==> config.mk <==
export PLATFORM = sky130hd
export DESIGN_NAME = status_flag_interrupt_logic
export DESIGN_NICKNAME = d
export VERILOG_FILES = /design/src/common/flag_irq_pkg.sv /design/src/verilog/status_flag_interrupt_logic.sv
export SDC_FILE = /design/constraint.sdc
export NUM_CORES = 1
export LEC_CHECK = 0
export BUFFER_PORTS_ARGS = -buffer_cell sky130_fd_sc_hd__buf_4
export CORE_AREA = 2 2 154 156
export DETAILED_ROUTE_END_ITERATION = 7
export DIE_AREA = 0 0 156 158
export PLACE_DENSITY_LB_ADDON = 0.2
export SYNTH_ARGS = -nofsm -noshare
export SYNTH_HDL_FRONTEND = slang
export SYNTH_SLANG_ARGS = --single-unit
==> constraint.sdc <==
create_clock -name clk -period 3.3 [get_ports clk]
set_clock_uncertainty 0.05 [all_clocks]
set_input_delay 0.495 -clock clk [delete_from_list [all_inputs] [get_ports clk]]
set_output_delay 0.495 -clock clk [all_outputs]
set_load 0.03 [all_outputs]
==> src/common/flag_irq_pkg.sv <==
package flag_irq_pkg;

    // ---------------------------------------------------------------
    // Register offsets and reset values
    // ---------------------------------------------------------------
    localparam logic [7:0] REG_REVISION = 8'h00;
    localparam logic [7:0] REG_FLAGS = 8'h01;
    localparam logic [7:0] REG_LEVELS = 8'h02;
    localparam logic [7:0] REG_MASK = 8'h03;
    localparam logic [7:0] FLAGS_RST = 8'h00;
    localparam logic [7:0] MASK_RST = 8'h00;

    // ---------------------------------------------------------------
    // Field positions
    // ---------------------------------------------------------------
    localparam int BIT_WAKE = 7;
    localparam int BIT_SUPPLY = 6;
    localparam int BIT_LDO = 5;
    localparam int BIT_TSD = 4;
    localparam int BIT_TWARN = 3;
    localparam int BIT_IDLE = 2;
    localparam int BIT_BERR = 1;
    localparam int BIT_PIN = 0;
    localparam int BIT_IRQ_EN = 0;
    localparam int BIT_LDO_PG = 1;
    localparam int BIT_BOOST_POWER_GOOD = 0;

    // ---------------------------------------------------------------
    // Target addresses picked by the select pin
    // ---------------------------------------------------------------
    localparam logic [6:0] ADDR_SEL_LOW = 7'h3F;
    localparam logic [6:0] ADDR_SEL_HIGH = 7'h2A;

    // ---------------------------------------------------------------
    // Timing, in microseconds, and derived cycle counts
    // ---------------------------------------------------------------
    localparam int CLK_MHZ = 125;
    localparam int SUPPLY_BLANK_US = 1000;
    localparam int LDO_QUAL_US = 125;
    localparam int LDO_MASK_US = 10000;
    localparam int BST_QUAL_US = 125;
    localparam int BST_MASK_US = 10000;
    localparam int IDLE_TICK_US = 100;
    localparam int SUPPLY_BLANK_CYC = SUPPLY_BLANK_US * CLK_MHZ;
    localparam int LDO_QUAL_CYC = LDO_QUAL_US * CLK_MHZ;
    localparam int LDO_MASK_CYC = LDO_MASK_US * CLK_MHZ;
    localparam int BST_QUAL_CYC = BST_QUAL_US * CLK_MHZ;
    localparam int BST_MASK_CYC = BST_MASK_US * CLK_MHZ;
    localparam int IDLE_TICK_CYC = IDLE_TICK_US * CLK_MHZ;
    localparam int IDLE_MULT [4] = '{1, 10, 100, 1000};
    localparam int CNT_W = 24;

    // ---------------------------------------------------------------
    // Serial target phases
    // ---------------------------------------------------------------
    typedef enum logic [2:0] {
        PH_IDLE, PH_ADDR, PH_PTR, PH_DATA, PH_ACK, PH_TX, PH_TXACK
    } phase_t;

endpackage

==> src/verilog/status_flag_interrupt_logic.sv <==
`timescale 1ns/1ps
// Notes on behaviour
// RULE1 - Revision byte shows the two-bit trim bin in bits 7-6, zeros below.
// RULE2 - Bit 7 sets on a timer wake from sleep and clears on status read.
// RULE3 - Bit 6 sets on low supply, blanked 1 ms after the monitor is on.
// RULE4 - Bit 5 sets on qualified regulator power loss, masked after change.
// RULE5 - Bit 4 sets on thermal shutdown and clears on status read.
// RULE6 - Bit 3 sets on thermal warning and clears on status read.
// RULE7 - Bit 2 sets when boost idles for the chosen time while on, awake.
// RULE8 - Bit 1 sets on qualified boost power loss, masked after change.
// RULE9 - Bit 0 sets when the interconnect pin is high and not driven.
// RULE10 - Levels bit 1 is regulator power good while the regulator is on.
// RULE11 - Levels bit 0 is boost power good while boost is on, rest zero.
// RULE12 - Mask bits 7-1 suppress the matching flag when set to one.
// RULE13 - A boost power loss interrupts unless its mask bit is set.
// RULE14 - Interrupt output is high for any unmasked flag with bit 0 on.
// RULE15 - A status read ends the regulator and thermal fault states (code: only once regulator power is good, or below exit temp).
// RULE16 - Registers are reached over a serial target with auto-increment.
// RULE17 - The interconnect pin flag has no mask bit.
module status_flag_interrupt_logic #(
    parameter int BLANK_CYC = flag_irq_pkg::SUPPLY_BLANK_CYC,
    parameter int LDO_QUAL = flag_irq_pkg::LDO_QUAL_CYC,
    parameter int LDO_MASK = flag_irq_pkg::LDO_MASK_CYC,
    parameter int BST_QUAL = flag_irq_pkg::BST_QUAL_CYC,
    parameter int BST_MASK = flag_irq_pkg::BST_MASK_CYC,
    parameter int TICK_CYC = flag_irq_pkg::IDLE_TICK_CYC
) (
    input wire logic clk, // System clock
    input wire logic nrst, // Async reset, active low
    input wire logic scl, // Serial clock
    input wire logic sdaIn, // Serial data level
    output logic sdaOut, // Serial data drive value
    output logic sdaOe, // Serial data pulls low
    input wire logic targetAddressSelect, // Address select pin
    input wire logic [1:0] trimVoltageBin, // Trim bin fuse
    input wire logic timerWake, // Sleep timer wake pulse
    input wire logic supplyLow, // Supply under threshold
    input wire logic supplyLowMonitorOff, // Supply monitor disable
    input wire logic hostRegulatorPowerGood, // Regulator above limit
    input wire logic hostRegulatorOff, // Regulator disabled
    input wire logic [1:0] hostRegulatorVoltageSel, // Regulator voltage
    input wire logic thermalShutdown, // Die over shutdown
    input wire logic thermalWarning, // Die over warning
    input wire logic belowExitTemp, // Die under exit level
    input wire logic boostSwitched, // Boost switching pulse
    input wire logic boostOn, // Boost enabled
    input wire logic boostPowerGood, // Boost above limit
    input wire logic [3:0] boostVoltageSetting, // Boost voltage
    input wire logic [1:0] boostIdleTime, // Idle alert time select
    input wire logic sleepRequest, // Sleep active
    input wire logic interconnectHigh, // Interconnect pin high
    input wire logic interconnectDriving, // Interconnect driven out
    output logic hostIrq, // Interrupt to host
    output logic regulatorFault, // Regulator fault state
    output logic thermalFault // Thermal fault state
);
    import flag_irq_pkg::*;

    // ---------------------------------------------------------------
    // State
    // ---------------------------------------------------------------
    typedef struct packed {
        phase_t ph;
        phase_t after;
        logic [3:0] cnt;
        logic [7:0] shift;
        logic [7:0] ptr;
        logic nack;
        logic sdaOe;
        logic sclQ;
        logic sdaQ;
        logic [7:0] flags;
        logic [7:0] mask;
        logic [CNT_W-1:0] blank;
        logic [CNT_W-1:0] ldoQual;
        logic [CNT_W-1:0] ldoMask;
        logic [CNT_W-1:0] bstQual;
        logic [CNT_W-1:0] bstMask;
        logic [CNT_W-1:0] idle;
        logic prevSlOff;
        logic prevLdoOff;
        logic [1:0] prevLdoSel;
        logic prevBstOn;
        logic [3:0] prevBstSet;
        logic ldoFault;
        logic tsdFault;
    } state_t;

    state_t s;
    state_t next_s;
    logic sclRise;
    logic sclFall;
    logic startCond;
    logic stopCond;
    logic load;
    logic statusRead;
    logic wrMask;
    logic ldoPg;
    logic bstPg;
    logic [6:0] myAddr;
    logic [7:0] rdByte;
    logic [7:0] setEv;
    logic [CNT_W-1:0] idleLoad;

    // ---------------------------------------------------------------
    // Bus edges and readable values
    // ---------------------------------------------------------------
    // Inputs are synchronous, so one stored copy finds the edges
    assign sclRise = scl && !s.sclQ;
    assign sclFall = !scl && s.sclQ;
    assign startCond = scl && s.sclQ && s.sdaQ && !sdaIn; // RULE16
    assign stopCond = scl && s.sclQ && !s.sdaQ && sdaIn; // RULE16
    assign myAddr = targetAddressSelect ? ADDR_SEL_HIGH : ADDR_SEL_LOW;
    assign ldoPg = hostRegulatorPowerGood && !hostRegulatorOff; // RULE10
    assign bstPg = boostPowerGood && boostOn; // RULE11
    assign idleLoad = CNT_W'(TICK_CYC * IDLE_MULT[boostIdleTime]);

    // Read mux; unmapped offsets read zero
    always_comb begin
        unique case (s.ptr)
            REG_REVISION: rdByte = {trimVoltageBin, 6'h00}; // RULE1
            REG_FLAGS: rdByte = s.flags;
            REG_LEVELS: rdByte = {6'h00, ldoPg, bstPg}; // RULE11
            REG_MASK: rdByte = s.mask;
            default: rdByte = 8'h00;
        endcase
    end

    // ---------------------------------------------------------------
    // Next state
    // ---------------------------------------------------------------
    always_comb begin
        next_s = s;
        load = 1'b0;
        statusRead = 1'b0;
        wrMask = 1'b0;
        next_s.sclQ = scl;
        next_s.sdaQ = sdaIn;
        // Serial target; start and stop win over any bit phase
        if (startCond) begin
            next_s.ph = PH_ADDR;
            next_s.cnt = 4'h0;
            next_s.sdaOe = 1'b0;
        end else if (stopCond) begin
            next_s.ph = PH_IDLE;
            next_s.sdaOe = 1'b0;
        end else if (sclRise) begin
            if (s.ph inside {PH_ADDR, PH_PTR, PH_DATA}) begin
                next_s.shift = {s.shift[6:0], sdaIn};
                next_s.cnt = s.cnt + 4'h1;
            end
            if (s.ph == PH_TXACK) begin
                next_s.nack = sdaIn;
            end
        end else if (sclFall) begin
            unique case (s.ph)
                PH_IDLE: begin
                end
                PH_ADDR: begin
                    if (s.cnt == 4'h8) begin
                        if (s.shift[7:1] == myAddr) begin // RULE16
                            next_s.sdaOe = 1'b1;
                            next_s.after = s.shift[0] ? PH_TX : PH_PTR;
                            next_s.ph = PH_ACK;
                        end else begin
                            next_s.ph = PH_IDLE;
                        end
                    end
                end
                PH_PTR: begin
                    if (s.cnt == 4'h8) begin
                        next_s.ptr = s.shift;
                        next_s.sdaOe = 1'b1;
                        next_s.after = PH_DATA;
                        next_s.ph = PH_ACK;
                    end
                end
                PH_DATA: begin
                    if (s.cnt == 4'h8) begin
                        wrMask = (s.ptr == REG_MASK); // RULE12
                        next_s.ptr = s.ptr + 8'h01; // RULE16
                        next_s.sdaOe = 1'b1;
                        next_s.after = PH_DATA;
                        next_s.ph = PH_ACK;
                    end
                end
                PH_ACK: begin
                    next_s.sdaOe = 1'b0;
                    next_s.cnt = 4'h0;
                    next_s.ph = s.after;
                    load = (s.after == PH_TX);
                end
                PH_TX: begin
                    if (s.cnt == 4'h8) begin
                        next_s.sdaOe = 1'b0;
                        next_s.ph = PH_TXACK;
                    end else begin
                        next_s.shift = {s.shift[6:0], 1'b0};
                        next_s.sdaOe = !s.shift[6];
                        next_s.cnt = s.cnt + 4'h1;
                    end
                end
                PH_TXACK: begin
                    if (s.nack) begin
                        next_s.ph = PH_IDLE;
                    end else begin
                        load = 1'b1;
                    end
                end
            endcase
            // Byte fetch; the pointer steps past each byte sent
            if (load) begin
                next_s.shift = rdByte;
                next_s.sdaOe = !rdByte[7];
                next_s.cnt = 4'h1;
                next_s.ph = PH_TX;
                next_s.ptr = s.ptr + 8'h01; // RULE16
                statusRead = (s.ptr == REG_FLAGS);
            end
        end

        // Supply monitor blanking after the monitor is turned on
        next_s.prevSlOff = supplyLowMonitorOff;
        if (s.prevSlOff && !supplyLowMonitorOff) begin
            next_s.blank = CNT_W'(BLANK_CYC); // RULE3
        end else if (s.blank != '0) begin
            next_s.blank = s.blank - 1'b1;
        end

        // Regulator: qualify the low level, mask after any change
        next_s.prevLdoOff = hostRegulatorOff;
        next_s.prevLdoSel = hostRegulatorVoltageSel;
        if (s.prevLdoOff != hostRegulatorOff
            || s.prevLdoSel != hostRegulatorVoltageSel) begin
            next_s.ldoMask = CNT_W'(LDO_MASK); // RULE4
        end else if (s.ldoMask != '0) begin
            next_s.ldoMask = s.ldoMask - 1'b1;
        end
        if (hostRegulatorPowerGood || hostRegulatorOff) begin
            next_s.ldoQual = CNT_W'(LDO_QUAL);
        end else if (s.ldoQual != '0) begin
            next_s.ldoQual = s.ldoQual - 1'b1;
        end

        // Boost: same scheme as the regulator
        next_s.prevBstOn = boostOn;
        next_s.prevBstSet = boostVoltageSetting;
        if (s.prevBstOn != boostOn
            || s.prevBstSet != boostVoltageSetting) begin
            next_s.bstMask = CNT_W'(BST_MASK); // RULE8
        end else if (s.bstMask != '0) begin
            next_s.bstMask = s.bstMask - 1'b1;
        end
        if (boostPowerGood || !boostOn) begin
            next_s.bstQual = CNT_W'(BST_QUAL);
        end else if (s.bstQual != '0) begin
            next_s.bstQual = s.bstQual - 1'b1;
        end

        // Boost idle timer restarts on every switching pulse
        if (boostSwitched || !boostOn || sleepRequest) begin
            next_s.idle = idleLoad; // RULE7
        end else if (s.idle != '0) begin
            next_s.idle = s.idle - 1'b1;
        end

        // Flag events
        setEv = 8'h00;
        setEv[BIT_WAKE] = timerWake; // RULE2
        setEv[BIT_SUPPLY] = supplyLow && !supplyLowMonitorOff
            && next_s.blank == '0; // RULE3
        setEv[BIT_LDO] = !hostRegulatorOff && !hostRegulatorPowerGood
            && s.ldoQual == '0 && next_s.ldoMask == '0; // RULE4
        setEv[BIT_TSD] = thermalShutdown; // RULE5
        setEv[BIT_TWARN] = thermalWarning; // RULE6
        setEv[BIT_IDLE] = boostOn && !sleepRequest
            && s.idle == '0; // RULE7
        setEv[BIT_BERR] = boostOn && !boostPowerGood
            && s.bstQual == '0 && next_s.bstMask == '0; // RULE8
        setEv[BIT_PIN] = interconnectHigh && !interconnectDriving; // RULE9

        // Clear on read; an event in the read cycle still sets
        next_s.flags = (statusRead ? 8'h00 : s.flags) | setEv; // RULE2
        if (wrMask) begin
            next_s.mask = s.shift; // RULE12
        end

        // Fault states end on a status read once conditions allow
        next_s.ldoFault = setEv[BIT_LDO] || (s.ldoFault
            && !(statusRead && hostRegulatorPowerGood)); // RULE15
        next_s.tsdFault = setEv[BIT_TSD] || (s.tsdFault
            && !(statusRead && belowExitTemp)); // RULE15
    end

    // ---------------------------------------------------------------
    // Registers
    // ---------------------------------------------------------------
    always_ff @(posedge clk or negedge nrst) begin
        if (!nrst) begin
            s <= '0;
        end else begin
            s <= next_s;
        end
    end

    // ---------------------------------------------------------------
    // Outputs
    // ---------------------------------------------------------------
    // Open drain: only ever pull low; pin flag bit has no mask
    assign sdaOut = 1'b0;
    assign sdaOe = s.sdaOe;
    assign hostIrq = s.mask[BIT_IRQ_EN]
        && |(s.flags & {~s.mask[7:1], 1'b1}); // RULE13 RULE14 RULE17
    assign regulatorFault = s.ldoFault;
    assign thermalFault = s.tsdFault;
endmodule
# After elaboration in Yosys (flattened, before gate mapping)
# Index checks and enable logic that the tools add are counted.
[totals] latchBits=0 n_memories=0 romBits=0 ram_bits=0 regBits=201 output_inout_bits=5
[classes] n_bitwise=7 reduce_logical=83 eq_ne=32 multipliers=1 div_mod_pow=0 n_shift=0 mux=85 n_addsub=8 magnitude_cmp=1
[ops] op="2-to-1 mux 24 bit" count=12
[ops] op="zero test 24 bit" count=6
[ops] op="nonzero test 24 bit" count=6
[ops] op="subtractor 24 x 1 -> 24 bit, second input constant" count=6
[ops] op="2-to-1 mux 12 bit" count=7
[ops] op="2-to-1 mux 6 bit" count=11
[ops] op="binary-select mux 32 bit (select 2 bit)" count=1
[ops] op="2-to-1 mux 32 bit" count=2
[ops] op="2-to-1 mux 8 bit" count=5
[ops] op="multiplier 13 x 32 -> 22 bit, first input constant" count=1
[ops] op="one-hot mux 8 bit (4 select lines)" count=1
[ops] op="2-to-1 mux 1 bit" count=27
[ops] op="logical AND 1 bit" count=26
[ops] op="2-to-1 mux 26 bit" count=1
[ops] op="2-to-1 mux 3 bit" count=8
[ops] op="2-to-1 mux 21 bit" count=1
[ops] op="AND reduction 7 bit" count=3
[ops] op="2-to-1 mux 20 bit" count=1
[ops] op="== test 8 x 2 -> 1 bit, second input constant" count=2
[ops] op="one-hot mux 8 bit (2 select lines)" count=1
[ops] op="zero test 1 bit" count=15
[ops] op="one-hot mux 3 bit (5 select lines)" count=1
[ops] op="nonzero test 3 bit" count=5
[ops] op="== test 3 bit, second input constant" count=4
[ops] op="42 further kinds" count=64

# Logic depth before layout (Yosys ltp)
# Gate-level depths: netlist (run 1).
[logic_depth] ltp_word=15 mapped_depth=14 mapped_depth_nobuf=13

# Worst setup path after synthesis (run 1)
# OpenSTA, ideal clock, no wires.
[synth_path] path_type="input-to-reg" start="input boostIdleTime[0]" end="register s[28] (netlist name)" path_buffers=1 path_slack_ps=-39 t_arrival_ps=3149 stages=14 required_time_ps=3110 path_cell_list="inv_1 ha_1 clkbuf_1 inv_1 ha_1 fa_1 inv_1 ha_1 fa_1 a31oi_1 nor2_1 a221oi_1 xor2_1 o22ai_1"
[synth_between] elab_chain_len=6
[synth_lines] item="from (decl)" line_no="status_flag_interrupt_logic.sv:49" source="input wire logic [1:0] boostIdleTime,"
[synth_lines] item="NOT 2 -> 3 bit (not written as such)" line_no="status_flag_interrupt_logic.sv:116" source="assign idleLoad = CNT_W'(TICK_CYC * IDLE_MULT[boostIdleTime]);"
[synth_lines] item="binary-select mux 32 bit (select 2 bit)" line_no="status_flag_interrupt_logic.sv:116"
[synth_lines] item="2-to-1 mux 32 bit (not written as such) (2 in series)" line_no="status_flag_interrupt_logic.sv:116"
[synth_lines] item="multiplier 13 x 32 -> 22 bit" line_no="status_flag_interrupt_logic.sv:116"
[synth_lines] item="2-to-1 mux 24 bit" line_no="status_flag_interrupt_logic.sv:261" source="if (boostSwitched || !boostOn || sleepRequest) begin"
[synth_lines] item="to (signal assigned)" line_no="status_flag_interrupt_logic.sv:302" source="s <= next_s;"
[synth_lines] item="to (decl)" line_no="status_flag_interrupt_logic.sv:89" source="state_t s;"
# Every way passes these cells. The select of a mux whose other input is x is not followed.
# A chain may end at the register's enable or synchronous reset.

==> impl_metrics.env, run 1 <==
export IMPL_status="complete, no violations"
export IMPL_fmax_mhz=321
export IMPL_r2r_cells=9
export IMPL_finalHoldViolations=0
export IMPL_synth_seq_cells=201
export IMPL_grt_usage_pct=21.0
export IMPL_p_leak_nw=5.33
export IMPL_crit_fanout=5
export IMPL_hold_class="in -> reg"
export IMPL_syn_area_per_cell_um2=9.12
export IMPL_final_nets=1374
export IMPL_die_x_um=156
export IMPL_ys_seq_area_share_pct=44.4
export IMPL_syn_to_final_growth_pct=15.1
export IMPL_first_global_vias=8866
export IMPL_share_comb_of_total_power_pct=12.4
export IMPL_slew_headroom_pct=33.1
export IMPL_p_sw_share_pct=25.7
export IMPL_clk_pin_slew_ns=0.06
export IMPL_cts_sinks=201
export IMPL_ys_types=72
export IMPL_holdWs_ns=0.0584
export IMPL_clock_latency_ns=0.51
export IMPL_p_per_area_nw_per_um2=483
export IMPL_worst_pin_slew_ns=1.00
export IMPL_rsz0062_at_grt="no"
export IMPL_htree_levels=1
export IMPL_worstPathRequired_ns=3.67
export IMPL_hpwl_um=18200
export IMPL_drc=0
export IMPL_fillers=2036
export IMPL_rows=56
export IMPL_synth_edff_count=0
export IMPL_clockPowerShare_pct=44.4
export IMPL_cts_tree="yes"
export IMPL_arrival_ns=3.49
export IMPL_synth_nets=1310
export IMPL_postSynth_asyncResetShare_pct=100
export IMPL_p_seq_share_pct=43.2
export IMPL_min_delay_start="hostRegulatorVoltageSel[1]"
export IMPL_power_switching_mw=1.62
export IMPL_fin_tns_setup_ns=0
export IMPL_grt_max_degree=70
export IMPL_numPortBuffers=32
export IMPL_grt_first_pass_wirelength_um=43100
export IMPL_num_io_pins=34
export IMPL_crit_type="reg -> reg"
export IMPL_period_needed_ns=3.12
export IMPL_holdPathStages=1
export IMPL_startpoint="s[35]"
export IMPL_cts_root_buf="clkbuf_16"
export IMPL_slew_viol_final=0
export IMPL_setup_violations_final=0
export IMPL_wl_per_cell_um=15.9
export IMPL_ys_flop_type="dfrtp_1"
export IMPL_reg2reg_slack_ns=0.18
export IMPL_diodes=0
export IMPL_drt_iter0_markers=688
export IMPL_clock_path_buffers=3
export IMPL_die_h_um=158
export IMPL_dr_pass1_iters=5
export IMPL_dieArea_um2=24600
export IMPL_routed_wl_um=25600
export IMPL_drv_cap=0
export IMPL_gp_congestion=0.880
export IMPL_vias=9254
export IMPL_yosys_warnings=0
export IMPL_r2r_end="s[164]"
export IMPL_intPower_mw=4.68
export IMPL_grt_antenna_before_repair=0
export IMPL_r2r_start="s[35]"
export IMPL_overflow=0
export IMPL_netlist_area_um2=11300
export IMPL_drive_above_1_share_pct=11.3
export IMPL_viasPerCell=5.74
export IMPL_critPathCaptureType="register"
export IMPL_cts_buffers=23
export IMPL_finalCritPeriodShare_pct=94.5
export IMPL_syn_inst=1243
export IMPL_utilization_pct=56.6
export IMPL_vdd_ir_drop_max_v=0.000280
export IMPL_ant_nets=0
export IMPL_holdPathEnd="s[8]"
export IMPL_initial_core_util_pct=49.2
export IMPL_cp_start_kind="register"
export IMPL_core_area_um2=23100
==> layout make-up <==
cell class                      instances  area (µm²)  area share [%]
Multi-Input combinational cell        954        6010            46.1
Sequential cell                       201        5030            38.6
Clock buffer                           30         652            5.00
Timing Repair Buffer                   81         642            4.92
Tap cell                              290         363            2.78
Clock inverter                         10         178            1.36
Inverter                               46         173            1.32
==> layer usage <==
metal	vias up	wire [µm]	GRT usage [%]
met1	4460	12200	29.3
met4	0	435	5.24
met3	37	1100	2.76
met2	169	11900	34.9
met5	-	0	0
li1	4588	-	-
==> power groups by stage <==
stage	clock, mW	combinational [mW]	sequential [mW]
after floorplan	0	0.519	2.73
after global placement	0	0.751	2.76
after detailed placement	0	0.761	2.76
after CTS	2.88	0.766	2.72
after global routing	2.96	0.871	2.74
final	2.79	0.780	2.72
==> worst max path at each step <==
stage | to | slack (ns)
detailed placement | s[28] | 0.009
floorplan | s[28] | 0.05
CTS | s[169] | 0.08
finish | s[164] | 0.18
global placement | s[28] | 0.08
global route | s[164] | 0.006
==> synthesized netlist by cell type, types with 11 or more instances <==
cell / instances / area (µm²)
dfrtp_1: 201 / 5030
o31ai_1: 17 / 128
nor3b_1: 14 / 105
nand3b_1: 12 / 90.1
nor3_1: 59 / 295
or3_1: 31 / 194
nand3_1: 41 / 205
inv_1: 46 / 173
xor2_1: 51 / 447
nand2b_1: 11 / 68.8
nor4_1: 38 / 238
o21ai_0: 62 / 310
a21oi_1: 56 / 280
and3_1: 14 / 87.6
nand4_1: 12 / 75.1
nor2_1: 130 / 488
nand2_1: 125 / 469
ha_1: 36 / 450
xnor2_1: 59 / 517
or4_1: 23 / 173
clkbuf_1: 36 / 135
==> critical path, cell delays in order (launching register included) <==
cell	delay (ns)
dfrtp_1	0.40
inv_1	0.12
ha_1	0.15
or3b_2	0.49
or3_1	0.38
nor3_1	0.44
a31oi_1	0.17
nor4_1	0.45
nand4b_1	0.18
o31ai_1	0.20
==> timing repair <==
| item | 4_1_cts | 5_1_grt |
|---|---|---|
| buffers inserted | 0 | 0 |
| hold endpoints to repair | 66 | 0 |
| resized for setup | 0 | 7 |
| hold buffers | 1 | 0 |
| setup endpoints to repair | 0 | 1 |
==> kinds of logic after synthesis <==
logic type,synth area share (%)
AND/OR/NAND/NOR,25.2
AO/OA/AOI/OAI,13.1
flip-flops,44.4
XOR/XNOR,8.50
buffers and inverters,2.97
adder cells (fa/ha/maj),4.33
multiplexers,1.52
other,0.0331
==> placed cells by master, fill, tap and decap left out, drive strengths merged, types with 36 or more instances in the layout <==
master and n:
dfrtp 201, nor2 130, nand2 125, buf 79
o21ai 64, nor3 60, xnor2 59, a21oi 56
xor2 51, inv 46, nand3 41, nor4 39
ha 36
==> state kept, by name, indices dropped and copies added, names as in the netlist <==
register	count
regulatorFault	1
s	198
sdaOe	1
thermalFault	1
==> metrics by stage <==
step           power (mW)  setup WS, ns  instances  area [µm²]
2_1_floorplan        3.25        0.0532       1243       11300
3_3_place_gp         3.51        0.0843       1571       12200
3_5_place_dp         3.52       0.00867       1571       12200
4_1_cts              6.36        0.0826       1612       13000
5_1_grt              6.57       0.00599       1612       13000
6_report             6.30         0.183       1612       13000
No activity file was read; power rests on OpenSTA's default activity.
==> run 2, diff against run 1 <==
==> constraint.sdc (replaced) <==
create_clock -name clk -period 3.3 [get_ports clk]
set_clock_uncertainty 0.05 [all_clocks]
set_input_delay 0.66 -clock clk [delete_from_list [all_inputs] [get_ports clk]]
set_output_delay 0.66 -clock clk [all_outputs]
set_load 0.03 [all_outputs]
==> run 2 against run 1 <==
Non-clock buffer count rose by 4. Sequential share of layout area fell by 0.081 points. Register-to-register slack barely moved. Worst hold slack improved by 0.026 ns. First-iteration DRC count is 6.4% lower. Die area did not move. Sequential cell count did not move. Combinational power hardly changed. Largest cell class unchanged. Largest power group unchanged.
==> impl_metrics.env, run 2 (synthesized netlist as in run 1, its figures left out) <==
export IMPL_status="complete, no violations"
export IMPL_numPortBuffers=32
export IMPL_grt_first_pass_wirelength_um=44200
export IMPL_slew_headroom_pct=35.0
export IMPL_holdWs_ns=0.0843
export IMPL_routed_wl_um=25800
export IMPL_drc=0
export IMPL_grt_antenna_before_repair=0
export IMPL_cts_root_buf="clkbuf_16"
export IMPL_largest_reg_flops=198
export IMPL_p_per_area_nw_per_um2=480
export IMPL_regMostFlops="s"
export IMPL_die_x_um=156
export IMPL_gp_congestion=0.899
export IMPL_initial_core_util_pct=49.2
export IMPL_die_h_um=158
export IMPL_worst_pin_slew_ns=0.973
export IMPL_stdcell_area_um2=13100
export IMPL_endpoint="s[169]"
export IMPL_vias=9326
export IMPL_cp_start_kind="register"
export IMPL_diodes=0
export IMPL_final_nets=1379
export IMPL_crit_top_cell="or4_1"
export IMPL_hpwl_um=18300
export IMPL_hold_buffers=0
export IMPL_grt_max_degree=69
export IMPL_setup_ws_ns=0.194
export IMPL_worstPathRequired_ns=3.68
export IMPL_cts_buffers=24
export IMPL_drv_cap=0
export IMPL_p_leak_nw=5.32
export IMPL_period_needed_ns=3.11
export IMPL_rsz0062_at_grt="no"
export IMPL_viasPerCell=5.77
export IMPL_slowest_stage="or4_1"
export IMPL_dpl_cell_area_um2=12200
export IMPL_syn_to_final_growth_pct=15.3
export IMPL_power_mw=6.28
export IMPL_cts_tree="yes"
export IMPL_postCtsSetupBuffers=0
export IMPL_finalHoldViolations=0
export IMPL_arrival_ns=3.49
export IMPL_drive_above_1_share_pct=11.6
export IMPL_r2r_start="s[149]"
export IMPL_clock_path_buffers=3
export IMPL_finalCritPeriodShare_pct=94.1
export IMPL_hold_class="in -> async"
export IMPL_overflow=0
export IMPL_cts_sinks=201
export IMPL_vdd_ir_drop_max_v=0.000348
export IMPL_pre_cts_ws_ns=-0.0721
export IMPL_final_cell_mix="dfrtp_1 (201), nor2_1 (130), nand2_1 (125)"
export IMPL_clock_latency_ns=0.51
export IMPL_htree_levels=1
export IMPL_slew_viol_final=0
export IMPL_crit_fanout=4
export IMPL_critPathCaptureType="register"
export IMPL_grt_usage_pct=21.6
export IMPL_dieArea_um2=24600
export IMPL_wl_per_cell_um=16.0
export IMPL_crit_type="reg -> reg"
export IMPL_first_global_vias=8989
export IMPL_max_stage_delay_ns=0.59
export IMPL_setup_violations_final=0
export IMPL_reg2reg_slack_ns=0.19
export IMPL_ant_nets=0
export IMPL_r2r_cells=7
export IMPL_clk_pin_slew_ns=0.06
export IMPL_core_area_um2=23100
export IMPL_crit_chain="or4_1, or4_4, or4_1, o21ai_2, a31oi_1, or4_1, o21ai_1"
export IMPL_final_common_cell="dfrtp_1"
export IMPL_fmax_mhz=322
export IMPL_rows=56
export IMPL_drt_iter0_markers=644
export IMPL_startpoint="s[149]"
export IMPL_dr_pass1_iters=6
export IMPL_r2r_end="s[169]"
export IMPL_num_io_pins=34
==> run 2: changes by cell type in the layout (fill, tap and decap cells not counted), sizes merged <==
cell / before / now
clkbuf: 31 / 34
dlygate4sd3: 1 / 0
bufinv: 5 / 4
buf: 79 / 84
clkinv: 4 / 3
==> run 2: critical path: cells and delay by family, from the launching register on <==
kind | cells | cell delay, ns
simple gates | 4 | 2.19
compound gates | 3 | 0.40
flops | 1 | 0.39
==> run 2: how the worst min path moves through the flow <==
stage	from	to	slack (ns)	depth (start not counted)
after detailed placement	thermalFault	thermalFault	0.42	1
after global routing	nrst	s[89]	0.13	1
after global placement	thermalFault	thermalFault	0.42	1
after CTS	nrst	s[89]	0.11	1
after floorplan	nrst	regulatorFault	0.31	0
final	nrst	s[89]	0.08	1
==> run 2: layer usage <==
metal	share of wire, %	global-route usage, %	routed length, µm
met5	0	0	0
met3	4.2	2.66	1090
met2	46	35.3	11800
met1	48	30.4	12400
met4	2.3	5.90	590
==> run 2: power by group <==
part	leakage [nW]	internal, mW	switching [mW]
Combinational	2.40	0.323	0.456
Sequential	2.51	2.59	0.136
Clock	0.404	1.75	1.02
==> run 2: cell type report <==
type,count,area (µm²)
Clock buffer,33,686
Inverter,46,173
Fill cell,2056,9980
Sequential cell,201,5030
Multi-Input combinational cell,954,6010
Clock inverter,8,143
Timing Repair Buffer,85,669
Tap cell,290,363
==> run 2: repair_timing <==
| item | 4_1_cts | 5_1_grt |
|---|---|---|
| setup endpoints to repair | 0 | 2 |
| endpoints found under the hold margin | 0 | 0 |
| gates resized for setup | 0 | 4 |
==> run 2: stage by stage <==
step | util [%] | std cells | TNS (ns)
after floorplan | - | 1243 | 0
after global placement | 53.0 | 1576 | 0
after detailed placement | 53.0 | 1576 | -0.0721
after CTS | 56.6 | 1617 | 0
after global routing | 56.7 | 1617 | 0
final | 56.7 | 1617 | 0
